==> src/design/pscm_pkg.sv <==
// shared constants and types for the program stack and mode control block
// How it works
// loop end address pushed at loop start, popped at loop end or abort
// return stack is a private memory of 15 entries of 32 bits
// call or long interrupt pushes fetch pointer and status word together
// subroutine return pops and restores only the fetch pointer
// interrupt return pops and restores fetch pointer and status word
// loop start also saves loop count and loop end address
// vector word that is a call makes the service a long interrupt
// neither vector word changing flow means fast interrupt, no push
// each stack entry reads and writes as upper and lower 16-bit halves
// 6-bit stack top pointer holds position and underflow/empty/full/overflow
// pointer moves implicitly and is readable, writable by control move
// mode register changes only on reset or explicit writes; the code also changes it on bootstrap handover (boot_done)
// reset loads chip mode from pins, clears rom, stop and access bits
// chip mode picks reset vector; bootstrap mode then becomes mode two
// modes 0 and 2 map low program space internal; mode 3 all external
// rom off: low data internal, x top region peripherals, rest external
// rom on: adds internal rom region, external starts higher
// stop delay select picks long or short wake-up delay
// external access select swaps bus request/grant for wait/strobe
// loop count is 16 bits, pushed at loop start, popped at end
// push on full sets overflow, pop on empty sets underflow
package pscm_pkg;
  localparam int STACK_DEPTH = 15;
  localparam int ENTRY_W = 32;
  localparam int HALF_W = 16;
  localparam int SP_W = 6;
  localparam int PTR_W = 4;
  localparam logic [PTR_W-1:0] PTR_FULL = 4'hf;
  localparam int SP_UF_BIT = 5;
  localparam int SP_SE_BIT = 4;
  localparam int OMR_W = 5;
  localparam int OMR_MA_BIT = 0;
  localparam int OMR_MB_BIT = 1;
  localparam int OMR_DE_BIT = 2;
  localparam int OMR_SD_BIT = 3;
  localparam int OMR_EA_BIT = 4;
  localparam logic [1:0] MODE_INT = 2'h0;
  localparam logic [1:0] MODE_BOOT = 2'h1;
  localparam logic [1:0] MODE_EXTV = 2'h2;
  localparam logic [1:0] MODE_NORAM = 2'h3;
  localparam logic [15:0] VEC_LOW = 16'h0000;
  localparam logic [15:0] VEC_HIGH = 16'he000;
  localparam logic [15:0] PROG_INT_TOP = 16'h01ff;
  localparam logic [15:0] DATA_RAM_TOP = 16'h00ff;
  localparam logic [15:0] DATA_ROM_TOP = 16'h01ff;
  localparam logic [15:0] PERIPH_BASE = 16'hffc0;
  localparam int STOP_LONG_CYC = 65545;
  localparam int STOP_SHORT_CYC = 17;
  typedef enum logic [2:0] {
    PSCM_OP_NONE, PSCM_OP_CALL, PSCM_OP_RTS, PSCM_OP_RTI,
    PSCM_OP_LOOP, PSCM_OP_LOOPEND, PSCM_OP_REP
  } pscm_op_t;
  typedef enum logic [1:0] {
    PSCM_MAP_EXT, PSCM_MAP_RAM, PSCM_MAP_ROM, PSCM_MAP_PERIPH
  } pscm_map_t;
  typedef struct packed {
    logic [15:0] fetch_pointer;
    logic [15:0] status_word;
  } pscm_ctx_t;
  typedef struct packed {
    logic [15:0] loop_count;
    logic [15:0] loop_end_address;
  } pscm_loop_t;
endpackage

==> src/design/pscm_core.sv <==
// return stack, pointer, loop registers, vector decision and mode register
`timescale 1ns/1ps
module pscm_core #(
  parameter int STOP_LONG = pscm_pkg::STOP_LONG_CYC
) (
  input wire logic sys_clk,
  input wire logic srst,
  input wire pscm_pkg::pscm_op_t op,
  input wire logic op_valid,
  input wire pscm_pkg::pscm_ctx_t ctx_in,
  input wire pscm_pkg::pscm_loop_t loop_in,
  input wire logic loop_abort,
  input wire logic vec_valid,
  input wire logic vec_word0_call,
  input wire logic vec_word1_call,
  input wire logic vec_word0_flow,
  input wire logic vec_word1_flow,
  input wire logic ss_wr_hi,
  input wire logic ss_wr_lo,
  input wire logic [15:0] ss_wdata,
  input wire logic sp_wr,
  input wire logic [5:0] sp_wdata,
  input wire logic omr_wr,
  input wire logic [4:0] omr_wdata,
  input wire logic boot_done,
  input wire logic chip_mode_lo,
  input wire logic chip_mode_hi,
  input wire logic [15:0] prog_addr,
  input wire logic [15:0] xdata_addr,
  input wire logic [15:0] ydata_addr,
  input wire logic stop_exit,
  input wire logic bus_pin_in,
  input wire logic bus_pin_drive,
  output logic [5:0] stack_top_pointer,
  output logic [4:0] operating_mode_reg,
  output logic [15:0] stack_upper_half,
  output logic [15:0] stack_lower_half,
  output pscm_pkg::pscm_ctx_t ctx_out,
  output logic restore_pc,
  output logic restore_sr,
  output pscm_pkg::pscm_loop_t loop_regs,
  output logic long_irq,
  output logic fast_irq,
  output logic [15:0] reset_vector,
  output pscm_pkg::pscm_map_t prog_map,
  output pscm_pkg::pscm_map_t xdata_map,
  output pscm_pkg::pscm_map_t ydata_map,
  output logic stop_wake,
  output logic bus_request_in,
  output logic wait_request_in,
  output logic bus_grant_out,
  output logic bus_strobe_out
);
  import pscm_pkg::*;

  localparam int SW = $clog2(STOP_LONG + 2);
  localparam logic [SW-1:0] LONG_C = SW'(STOP_LONG);
  localparam logic [SW-1:0] SHORT_C = SW'(STOP_SHORT_CYC);

  // dedicated stack memory
  logic [ENTRY_W-1:0] ctx_mem [1:STACK_DEPTH];
  logic [ENTRY_W-1:0] loop_mem [1:STACK_DEPTH];
  logic [SW-1:0] stop_cnt;
  logic stop_run;
  logic mode_loaded;
  logic pin_s1, pin_s2, cm_lo_s1, cm_lo_s2, cm_hi_s1, cm_hi_s2;

  function automatic pscm_map_t data_map(input logic [15:0] a,
                                         input logic de, input logic is_x);
    if (a <= DATA_RAM_TOP)
      return PSCM_MAP_RAM;
    else if (de && a <= DATA_ROM_TOP)
      return PSCM_MAP_ROM;
    else if (is_x && a >= PERIPH_BASE)
      return PSCM_MAP_PERIPH;
    else
      return PSCM_MAP_EXT;
  endfunction

  wire [PTR_W-1:0] ptr = stack_top_pointer[PTR_W-1:0];
  wire sp_empty = (ptr == '0);
  wire sp_full = (ptr == PTR_FULL);
  // call in either vector word makes a long interrupt
  wire vec_long = vec_valid && (vec_word0_call || vec_word1_call);
  // no flow change means fast, no push
  wire vec_fast = vec_valid && !vec_long
                  && !vec_word0_flow && !vec_word1_flow;
  wire is_push = (op_valid && (op == PSCM_OP_CALL || op == PSCM_OP_LOOP))
                 || vec_long;
  wire is_pop = op_valid && (op == PSCM_OP_RTS || op == PSCM_OP_RTI
                || op == PSCM_OP_LOOPEND) || loop_abort;
  wire [PTR_W-1:0] ptr_inc = ptr + 4'h1;
  wire [PTR_W-1:0] ptr_dec = ptr - 4'h1;
  wire [1:0] chip_mode = {operating_mode_reg[OMR_MB_BIT],
                          operating_mode_reg[OMR_MA_BIT]};
  wire de_bit = operating_mode_reg[OMR_DE_BIT];
  wire ea_bit = operating_mode_reg[OMR_EA_BIT];
  // reset vector from chip mode
  wire [15:0] next_vec = (chip_mode == MODE_EXTV) ? VEC_HIGH : VEC_LOW;
  // program space decode
  wire pscm_map_t next_pmap =
    (chip_mode != MODE_NORAM && prog_addr <= PROG_INT_TOP) ?
    PSCM_MAP_RAM : PSCM_MAP_EXT;
  // data space decode
  wire pscm_map_t next_xmap = data_map(xdata_addr, de_bit, 1'b1);
  wire pscm_map_t next_ymap = data_map(ydata_addr, de_bit, 1'b0);
  // stop exit delay select
  // one less, since the wake pulse itself takes the last cycle
  wire [SW-1:0] stop_load = operating_mode_reg[OMR_SD_BIT] ?
                            SHORT_C - SW'(1) : LONG_C - SW'(1);

  always_ff @(posedge sys_clk) begin
    pin_s1 <= bus_pin_in;
    pin_s2 <= pin_s1;
    cm_lo_s1 <= chip_mode_lo;
    cm_lo_s2 <= cm_lo_s1;
    cm_hi_s1 <= chip_mode_hi;
    cm_hi_s2 <= cm_hi_s1;
  end

  // pointer with status flags
  always_ff @(posedge sys_clk) begin
    if (srst) begin
      stack_top_pointer <= 6'h00;
    end else if (sp_wr) begin
      stack_top_pointer <= sp_wdata;
    end else if (is_push) begin
      if (sp_full)
        stack_top_pointer[SP_SE_BIT] <= 1'b1;
      else
        stack_top_pointer[PTR_W-1:0] <= ptr_inc;
    end else if (is_pop) begin
      if (sp_empty)
        stack_top_pointer[SP_UF_BIT] <= 1'b1;
      else
        stack_top_pointer[PTR_W-1:0] <= ptr_dec;
    end
  end

  // push context and loop state
  always_ff @(posedge sys_clk) begin
    if (is_push && !sp_full && !sp_wr) begin
      ctx_mem[ptr_inc] <= ctx_in;
      // old loop state is saved so a nested end restores the outer loop
      loop_mem[ptr_inc] <= loop_regs;
    end else if (!sp_empty) begin
      // halves write independently
      if (ss_wr_hi)
        ctx_mem[ptr][31:16] <= ss_wdata;
      if (ss_wr_lo)
        ctx_mem[ptr][15:0] <= ss_wdata;
    end
  end

  // loop registers load at start, restore at end or abort
  always_ff @(posedge sys_clk) begin
    if (srst) begin
      loop_regs <= '0;
    end else if (op_valid && op == PSCM_OP_LOOP && !sp_full) begin
      loop_regs <= loop_in;
    end else if ((loop_abort || (op_valid && op == PSCM_OP_LOOPEND))
                 && !sp_empty) begin
      loop_regs <= loop_mem[ptr];
    end
  end

  // pop restores fetch pointer, status only on rti
  always_ff @(posedge sys_clk) begin
    if (srst) begin
      ctx_out <= '0;
      restore_pc <= 1'b0;
      restore_sr <= 1'b0;
    end else begin
      ctx_out <= sp_empty ? '0 : ctx_mem[ptr];
      restore_pc <= is_pop && !sp_empty && op_valid
                    && (op == PSCM_OP_RTS || op == PSCM_OP_RTI);
      restore_sr <= is_pop && !sp_empty && op_valid && op == PSCM_OP_RTI;
    end
  end

  // halves read of top entry
  always_ff @(posedge sys_clk) begin
    if (srst) begin
      stack_upper_half <= 16'h0000;
      stack_lower_half <= 16'h0000;
    end else begin
      stack_upper_half <= sp_empty ? 16'h0000 : ctx_mem[ptr][31:16];
      stack_lower_half <= sp_empty ? 16'h0000 : ctx_mem[ptr][15:0];
    end
  end

  // mode register: cleared at reset, pins on the first edge after, else explicit writes or bootstrap handover
  always_ff @(posedge sys_clk) begin
    if (srst) begin
      operating_mode_reg <= 5'h00;
      mode_loaded <= 1'b0;
    end else if (!mode_loaded) begin
      // pins are sampled just after release so the sync chain settles
      operating_mode_reg[OMR_MA_BIT] <= cm_lo_s2;
      operating_mode_reg[OMR_MB_BIT] <= cm_hi_s2;
      mode_loaded <= 1'b1;
    end else if (omr_wr) begin
      operating_mode_reg <= omr_wdata;
    end else if (boot_done && chip_mode == MODE_BOOT) begin
      // bootstrap hands over to mode two
      operating_mode_reg[OMR_MB_BIT] <= 1'b1;
      operating_mode_reg[OMR_MA_BIT] <= 1'b0;
    end
  end

  always_ff @(posedge sys_clk) begin
    if (srst) begin
      reset_vector <= VEC_LOW;
      prog_map <= PSCM_MAP_EXT;
      xdata_map <= PSCM_MAP_EXT;
      ydata_map <= PSCM_MAP_EXT;
      long_irq <= 1'b0;
      fast_irq <= 1'b0;
    end else begin
      reset_vector <= next_vec;
      prog_map <= next_pmap;
      xdata_map <= next_xmap;
      ydata_map <= next_ymap;
      long_irq <= vec_long;
      fast_irq <= vec_fast;
    end
  end

  // wake-up counter
  always_ff @(posedge sys_clk) begin
    if (srst) begin
      stop_cnt <= '0;
      stop_run <= 1'b0;
      stop_wake <= 1'b0;
    end else begin
      stop_wake <= 1'b0;
      if (stop_exit && !stop_run) begin
        stop_cnt <= stop_load;
        stop_run <= 1'b1;
      end else if (stop_run) begin
        if (stop_cnt <= SW'(1)) begin
          stop_run <= 1'b0;
          stop_wake <= 1'b1;
        end else begin
          stop_cnt <= stop_cnt - SW'(1);
        end
      end
    end
  end

  // bus pin function swap
  always_ff @(posedge sys_clk) begin
    if (srst) begin
      bus_request_in <= 1'b0;
      wait_request_in <= 1'b0;
      bus_grant_out <= 1'b0;
      bus_strobe_out <= 1'b0;
    end else begin
      bus_request_in <= !ea_bit && pin_s2;
      wait_request_in <= ea_bit && pin_s2;
      bus_grant_out <= !ea_bit && bus_pin_drive;
      bus_strobe_out <= ea_bit && bus_pin_drive;
    end
  end
endmodule

==> config.mk <==
export PLATFORM = sky130hd
export DESIGN_NAME = pscm_core
export DESIGN_NICKNAME = d
export VERILOG_FILES = /design/src/design/pscm_pkg.sv /design/src/design/pscm_core.sv
export SDC_FILE = /design/constraint.sdc
export NUM_CORES = 1
export LEC_CHECK = 0
export BUFFER_PORTS_ARGS = -buffer_cell sky130_fd_sc_hd__buf_2
export CAP_MARGIN = 10
export CORE_MARGIN = 2
export CORE_UTILIZATION = 60
export CTS_CLUSTER_SIZE = 14
export DETAILED_ROUTE_END_ITERATION = 7
export PLACE_DENSITY = 0.83
export SLEW_MARGIN = 20
export SYNTH_ARGS = -nofsm -noshare
export SYNTH_HDL_FRONTEND = slang
export SYNTH_SLANG_ARGS = --single-unit
==> constraint.sdc <==
create_clock -name sys_clk -period 4.8 [get_ports sys_clk]
set_input_delay 0.48 -clock sys_clk [delete_from_list [all_inputs] [get_ports sys_clk]]
set_output_delay 0.48 -clock sys_clk [all_outputs]
set_load 0.005 [all_outputs]
Yosys cells after proc, flatten, opt, wreduce, memory -nomap -nowiden:

Memories as Yosys holds them, arrays and structs flattened. A register that Yosys moved wholly into a read port is not among the register bits.
Index checks and enable logic that the tools add are counted.

* add/sub/neg operators: 3
* order comparisons: 7
* equal/unequal tests: 14
* multiplexer cells: 46
* bitwise gates (word level): 1
* reduce and logical (&&, ||, !) cells: 58

Operators by type and width (number)
* $mux 32: 3
* $mux 17: 4
* $le 16x9->1 const B: 3
* $le 16x8->1 const B: 2
* $reduce_or 32->1: 1
* $mux 4: 7
* $logic_and 1x1->1: 25
* $mux 1: 23
* $le 17x1->1 const B: 1
* $sub 17x1->17 const B: 1
* $ge 16x16->1 const B: 1
* $mux 16: 1
* $mux 2: 7
* $reduce_bool 2->1: 6
* $logic_not 1->1: 8
* $logic_or 1x1->1: 7
* $eq 3x2->1 const B: 2
* $eq 3x3->1 const B: 2
* $mux 6: 1
* $ne 2x2->1 const B: 3
* $ne 3x2->1 const B: 2
* $reduce_and 2->1: 3
* $reduce_and 3->1: 2
* $reduce_or 2->1: 3
* 11 further kinds: 11

* register bits: 99
* memory bits (writable): 960
* bits of input ports: 161
* word-level logic and storage cells: 162
* memories: 2

Memory list
* ctx_mem: words 15, width 32, read ports 1, clocked after memory_dff 1, write ports 1, line pscm_core.sv:61 `logic [ENTRY_W-1:0] ctx_mem [1:STACK_DEPTH];`
* loop_mem: words 15, width 32, read ports 1, clocked after memory_dff 1, write ports 1, line pscm_core.sv:62 `logic [ENTRY_W-1:0] loop_mem [1:STACK_DEPTH];`

Logic depth before layout (Yosys ltp):

* depth in word-level cells: 10
* gate-level depth with buffers: 12

Worst setup path after synthesis:

No wires, ideal clock.

* path kind: flip-flop to flip-flop
* start: reg stack_top_pointer[1]
* end: mem ctx_mem[1][0] (enable)
* setup time: 413 ps
* data arrival time: 3711 ps
* slack: 676 ps
* stages on the path, launching flop included: 12
* path through: dfxtp_1 buf_2 inv_2 buf_4 buf_4 ha_1 nor3b_2 a311oi_1 buf_2 a21oi_2 mux2i_1 nor3b_1

* longest elaborated chain between the ends: 8
* elaborated cells on any way between the ends: 17
* classes of those cells: add/sub: 1; eq/ne: 1; mux: 10; reduce/logical: 5

Ends and longest elaborated chain
* start: declaration: line pscm_core.sv:34 `output logic [5:0] stack_top_pointer,`
* start signal: assignment: line pscm_core.sv:126 `stack_top_pointer <= sp_wdata;`
* start signal: indexed assignment: line pscm_core.sv:131 `stack_top_pointer[PTR_W-1:0] <= ptr_inc;`
* start signal: indexed assignment: line pscm_core.sv:136 `stack_top_pointer[PTR_W-1:0] <= ptr_dec;`
* $eq 4x4->1: line pscm_core.sv:82 `wire sp_full = (ptr == PTR_FULL);`
* $logic_not 1->1: line pscm_core.sv:142 `if (is_push && !sp_full && !sp_wr) begin`
* $logic_and 1x1->1 (2 in a row): line pscm_core.sv:142
* $mux 1: line pscm_core.sv:142
* $mux 1, on equally long branches: line pscm_core.sv:151, pscm_core.sv:149
* $reduce_or 32->1 (no source line)
* $mux 4 (no source line) / $mux 2 (equally long branches)
* end: declaration: line pscm_core.sv:61

Parallel ways exist; a longest one is shown, timed or not.

Worst setup path in the final report:

* start: reg stack_top_pointer[1]
* end: mem ctx_mem[5][22] (enable)

The elaborated chain is that of the path after synthesis.

==> out/metrics.csv <==
metric;value;unit
status;finished, final reports clean;
worst-margin pin slew;1.13;ns
total core area;69900;sq um
Critical-path top delay cell;dfxtp_2;
Hold WC Path Type;input port to register;
Hold Vio Cnt, Final;0;
Non-Filler Instances;3533;
total global-route track usage;28.0;%
initial antenna violation count;3;
# port buffers;261;
Final Skew;0.0536;ns
fin. max-slew vios;0;
Setup Fix Bufs, Post-CTS;0;
Cell Chain, Critical Path;ha_1, nand3_2, nand4_1, nand2_2, a2bb2oi_2, a211oi_2, buf_4;
GP Congestion;0.927;
die width;269;um
largest net degree at the start of global routing;92;
part of the Yosys area used for sequential elements;73.9;%
synthesized flop and latch total;1079;
DR vias/cell;6.53;
Mapped Area;42200;sq um
ys flop type;edfxtp_1;
total gr overflow;0;
Mapped Cells;2234;
DR DRC count;0;
Area growth syn-to-layout;13.9;%
DR pass1 iterations;5;
Clock Latency Late Sink;0.69;ns
biggest regs;ctx_mem: 480 flops, loop_mem: 480 flops, loop_regs: 32 flops;
hpwl dp;54600;um
RSZ-0062 raised after global routing;false;
Worst Setup Start Kind;register;
final WL;101000;um
wire length per cell;28.7;um
Crit path largest cell delay;0.90;ns
final core occ;68.8;%
Max Freq;0.255;GHz
crit path DAT;4.28;ns
Async SR Flop Fraction;0;%
CP Capture Type;register;
Worst slew margin;24.5;%
layout cells sized above 1;30.8;%
CTS tree;built;
Max clock buf depth;3;
Final Cycle Share;81.7;%
final setup violating endpoints;0;
num rows;97;
Crit Path Class;register to register;
Chip Height;269;um
CP max FO;41;
Distinct cells, synth;73;
number of enable flip-flop cells after synthesis;960;
initial drt markers;2628;
Static Leak;15.9;nW
vias;23100;
Avg Synthesized Cell Area;18.9;sq um
total CTS buffers;102;
Initial Utilization;60.4;%
I/O pins;299;
H-tree Lvls;3;
fin crit period;3.92;ns
Ys Warns;0;
first-pass GRT wire length;151000;um
pwr/cell area;453;nW/um^2
Crit path required time;5.16;ns
Sinks on Clock Net;1079;
layout net count;2674;
vias in the first global route;24000;
max_cap viols;0;
ANT nets after route;0;
Worst-path clk slew;0.06;ns
area of the die;72500;sq um
placed insts;3337;
root buf cell;clkbuf_16;
Worst VDD drop;0.356;mV
setup TNS;0;ns
metrics by stage:
stage	hold slack [ns]	setup WS (ns)	total power (W)	instance area, sq um
final	0.0881	0.880	0.0218	48100
after global routing	0.0842	0.652	0.0224	48100
after CTS	0.0539	0.863	0.0218	48000
after detailed placement	0.317	0.909	0.0136	44500
after global placement	0.315	0.996	0.0134	44500
after floorplan	0.310	0.676	0.0128	42300
critical path, delay by kind of cell (launching register included):
family | cells | cell delay, ns
DFF | 1 | 0.90
buffers and inverters | 1 | 0.26
adders and majority gates | 1 | 0.55
AOI/OAI and AO/OA | 2 | 0.78
and+or+nand+nor | 3 | 1.14
synth_stat cells (35+ instances only):
master      n  share of area [%]
a211oi_1  123                2.2
edfxtp_1  960                 68
dfxtp_1   119                5.6
mux2i_1    78                1.8
buf_2      40               0.47
a21oi_1    81               0.96
nor2_1    121                1.1
mux4_2    215                 11
buf_4      58                1.0
nand2_1    35               0.31
nor2b_1    44               0.65
clkbuf_1   67               0.60
placed cells by master (no fill, tap or decap), drive strengths merged, types with 9 or more instances in the layout:
cell,Yosys,routed
a2111oi,11,11
a211oi,123,123
a21oi,82,82
and2,26,26
and3,12,12
buf,113,330
bufinv,0,11
clkbuf,67,141
clkinv,1,34
conb,1,14
dfxtp,119,119
edfxtp,960,960
inv,12,15
mux2,32,32
mux2i,79,79
mux4,215,215
nand2,37,37
nand3,13,13
nor2,122,122
nor2b,44,44
nor3,17,17
nor4,10,10
o21ai,17,17
o221ai,32,32
xnor2,9,9
metal layers:
layer	global-route usage [%]	share of wire (%)	vias up
met3	5.59	9.6	288
met2	47.2	51	1488
met5	0	0	-
met1	36.0	35	11700
met4	11.6	4.1	0
li1	-	-	9586
layout make-up:
type,instances,area [sq um]
Sequential cell,1079,31200
Fill cell,4212,21800
Multi-Input combinational cell,975,10200
Clock buffer,141,2840
Timing Repair Buffer,334,1910
Tap cell,940,1180
Clock inverter,48,646
Inverter,13,48.8
Antenna cell,3,7.51
kinds of logic (layout without fill, tap and decap cells):
family | count (synthesis) | in the layout | share of synthesized area [%]
flip-flops | 1079 | 1079 | 73.9
multiplexers | 326 | 326 | 14.2
AND/OR/NAND/NOR | 311 | 311 | 3.85
AO/OA/AOI/OAI | 306 | 306 | 5.09
buffers and inverters | 193 | 536 | 2.49
XOR/XNOR | 10 | 10 | 0.207
adder cells (fa/ha/maj) | 8 | 8 | 0.237
other | 1 | 17 | 0.00888
power breakdown:
group          switching [W]  internal, W
clock                0.00351      0.00477
combinational        0.00133     0.000937
sequential          0.000412       0.0108
total                0.00526       0.0165
final timing paths:
| check | start | endpoint | slack [ns] | cells after the start |
|---|---|---|---|---|
| setup / recovery | stack_top_pointer[1] | ctx_mem[5][22] | 0.88 | 7 |
| hold / removal | bus_pin_drive | bus_strobe_out | 0.09 | 2 |
| setup reg to reg | stack_top_pointer[1] | ctx_mem[5][22] | 0.88 | 7 |
| hold reg to reg | pin_s1 | pin_s2 | 0.34 | 0 |
timing repair:
| item | 4_1_cts | 5_1_grt |
|---|---|---|
| hold endpoints to repair | 4 | 0 |
| resized for setup | 0 | 0 |
| hold buffers | 4 | 0 |
(Power assumes the default switching activity.)
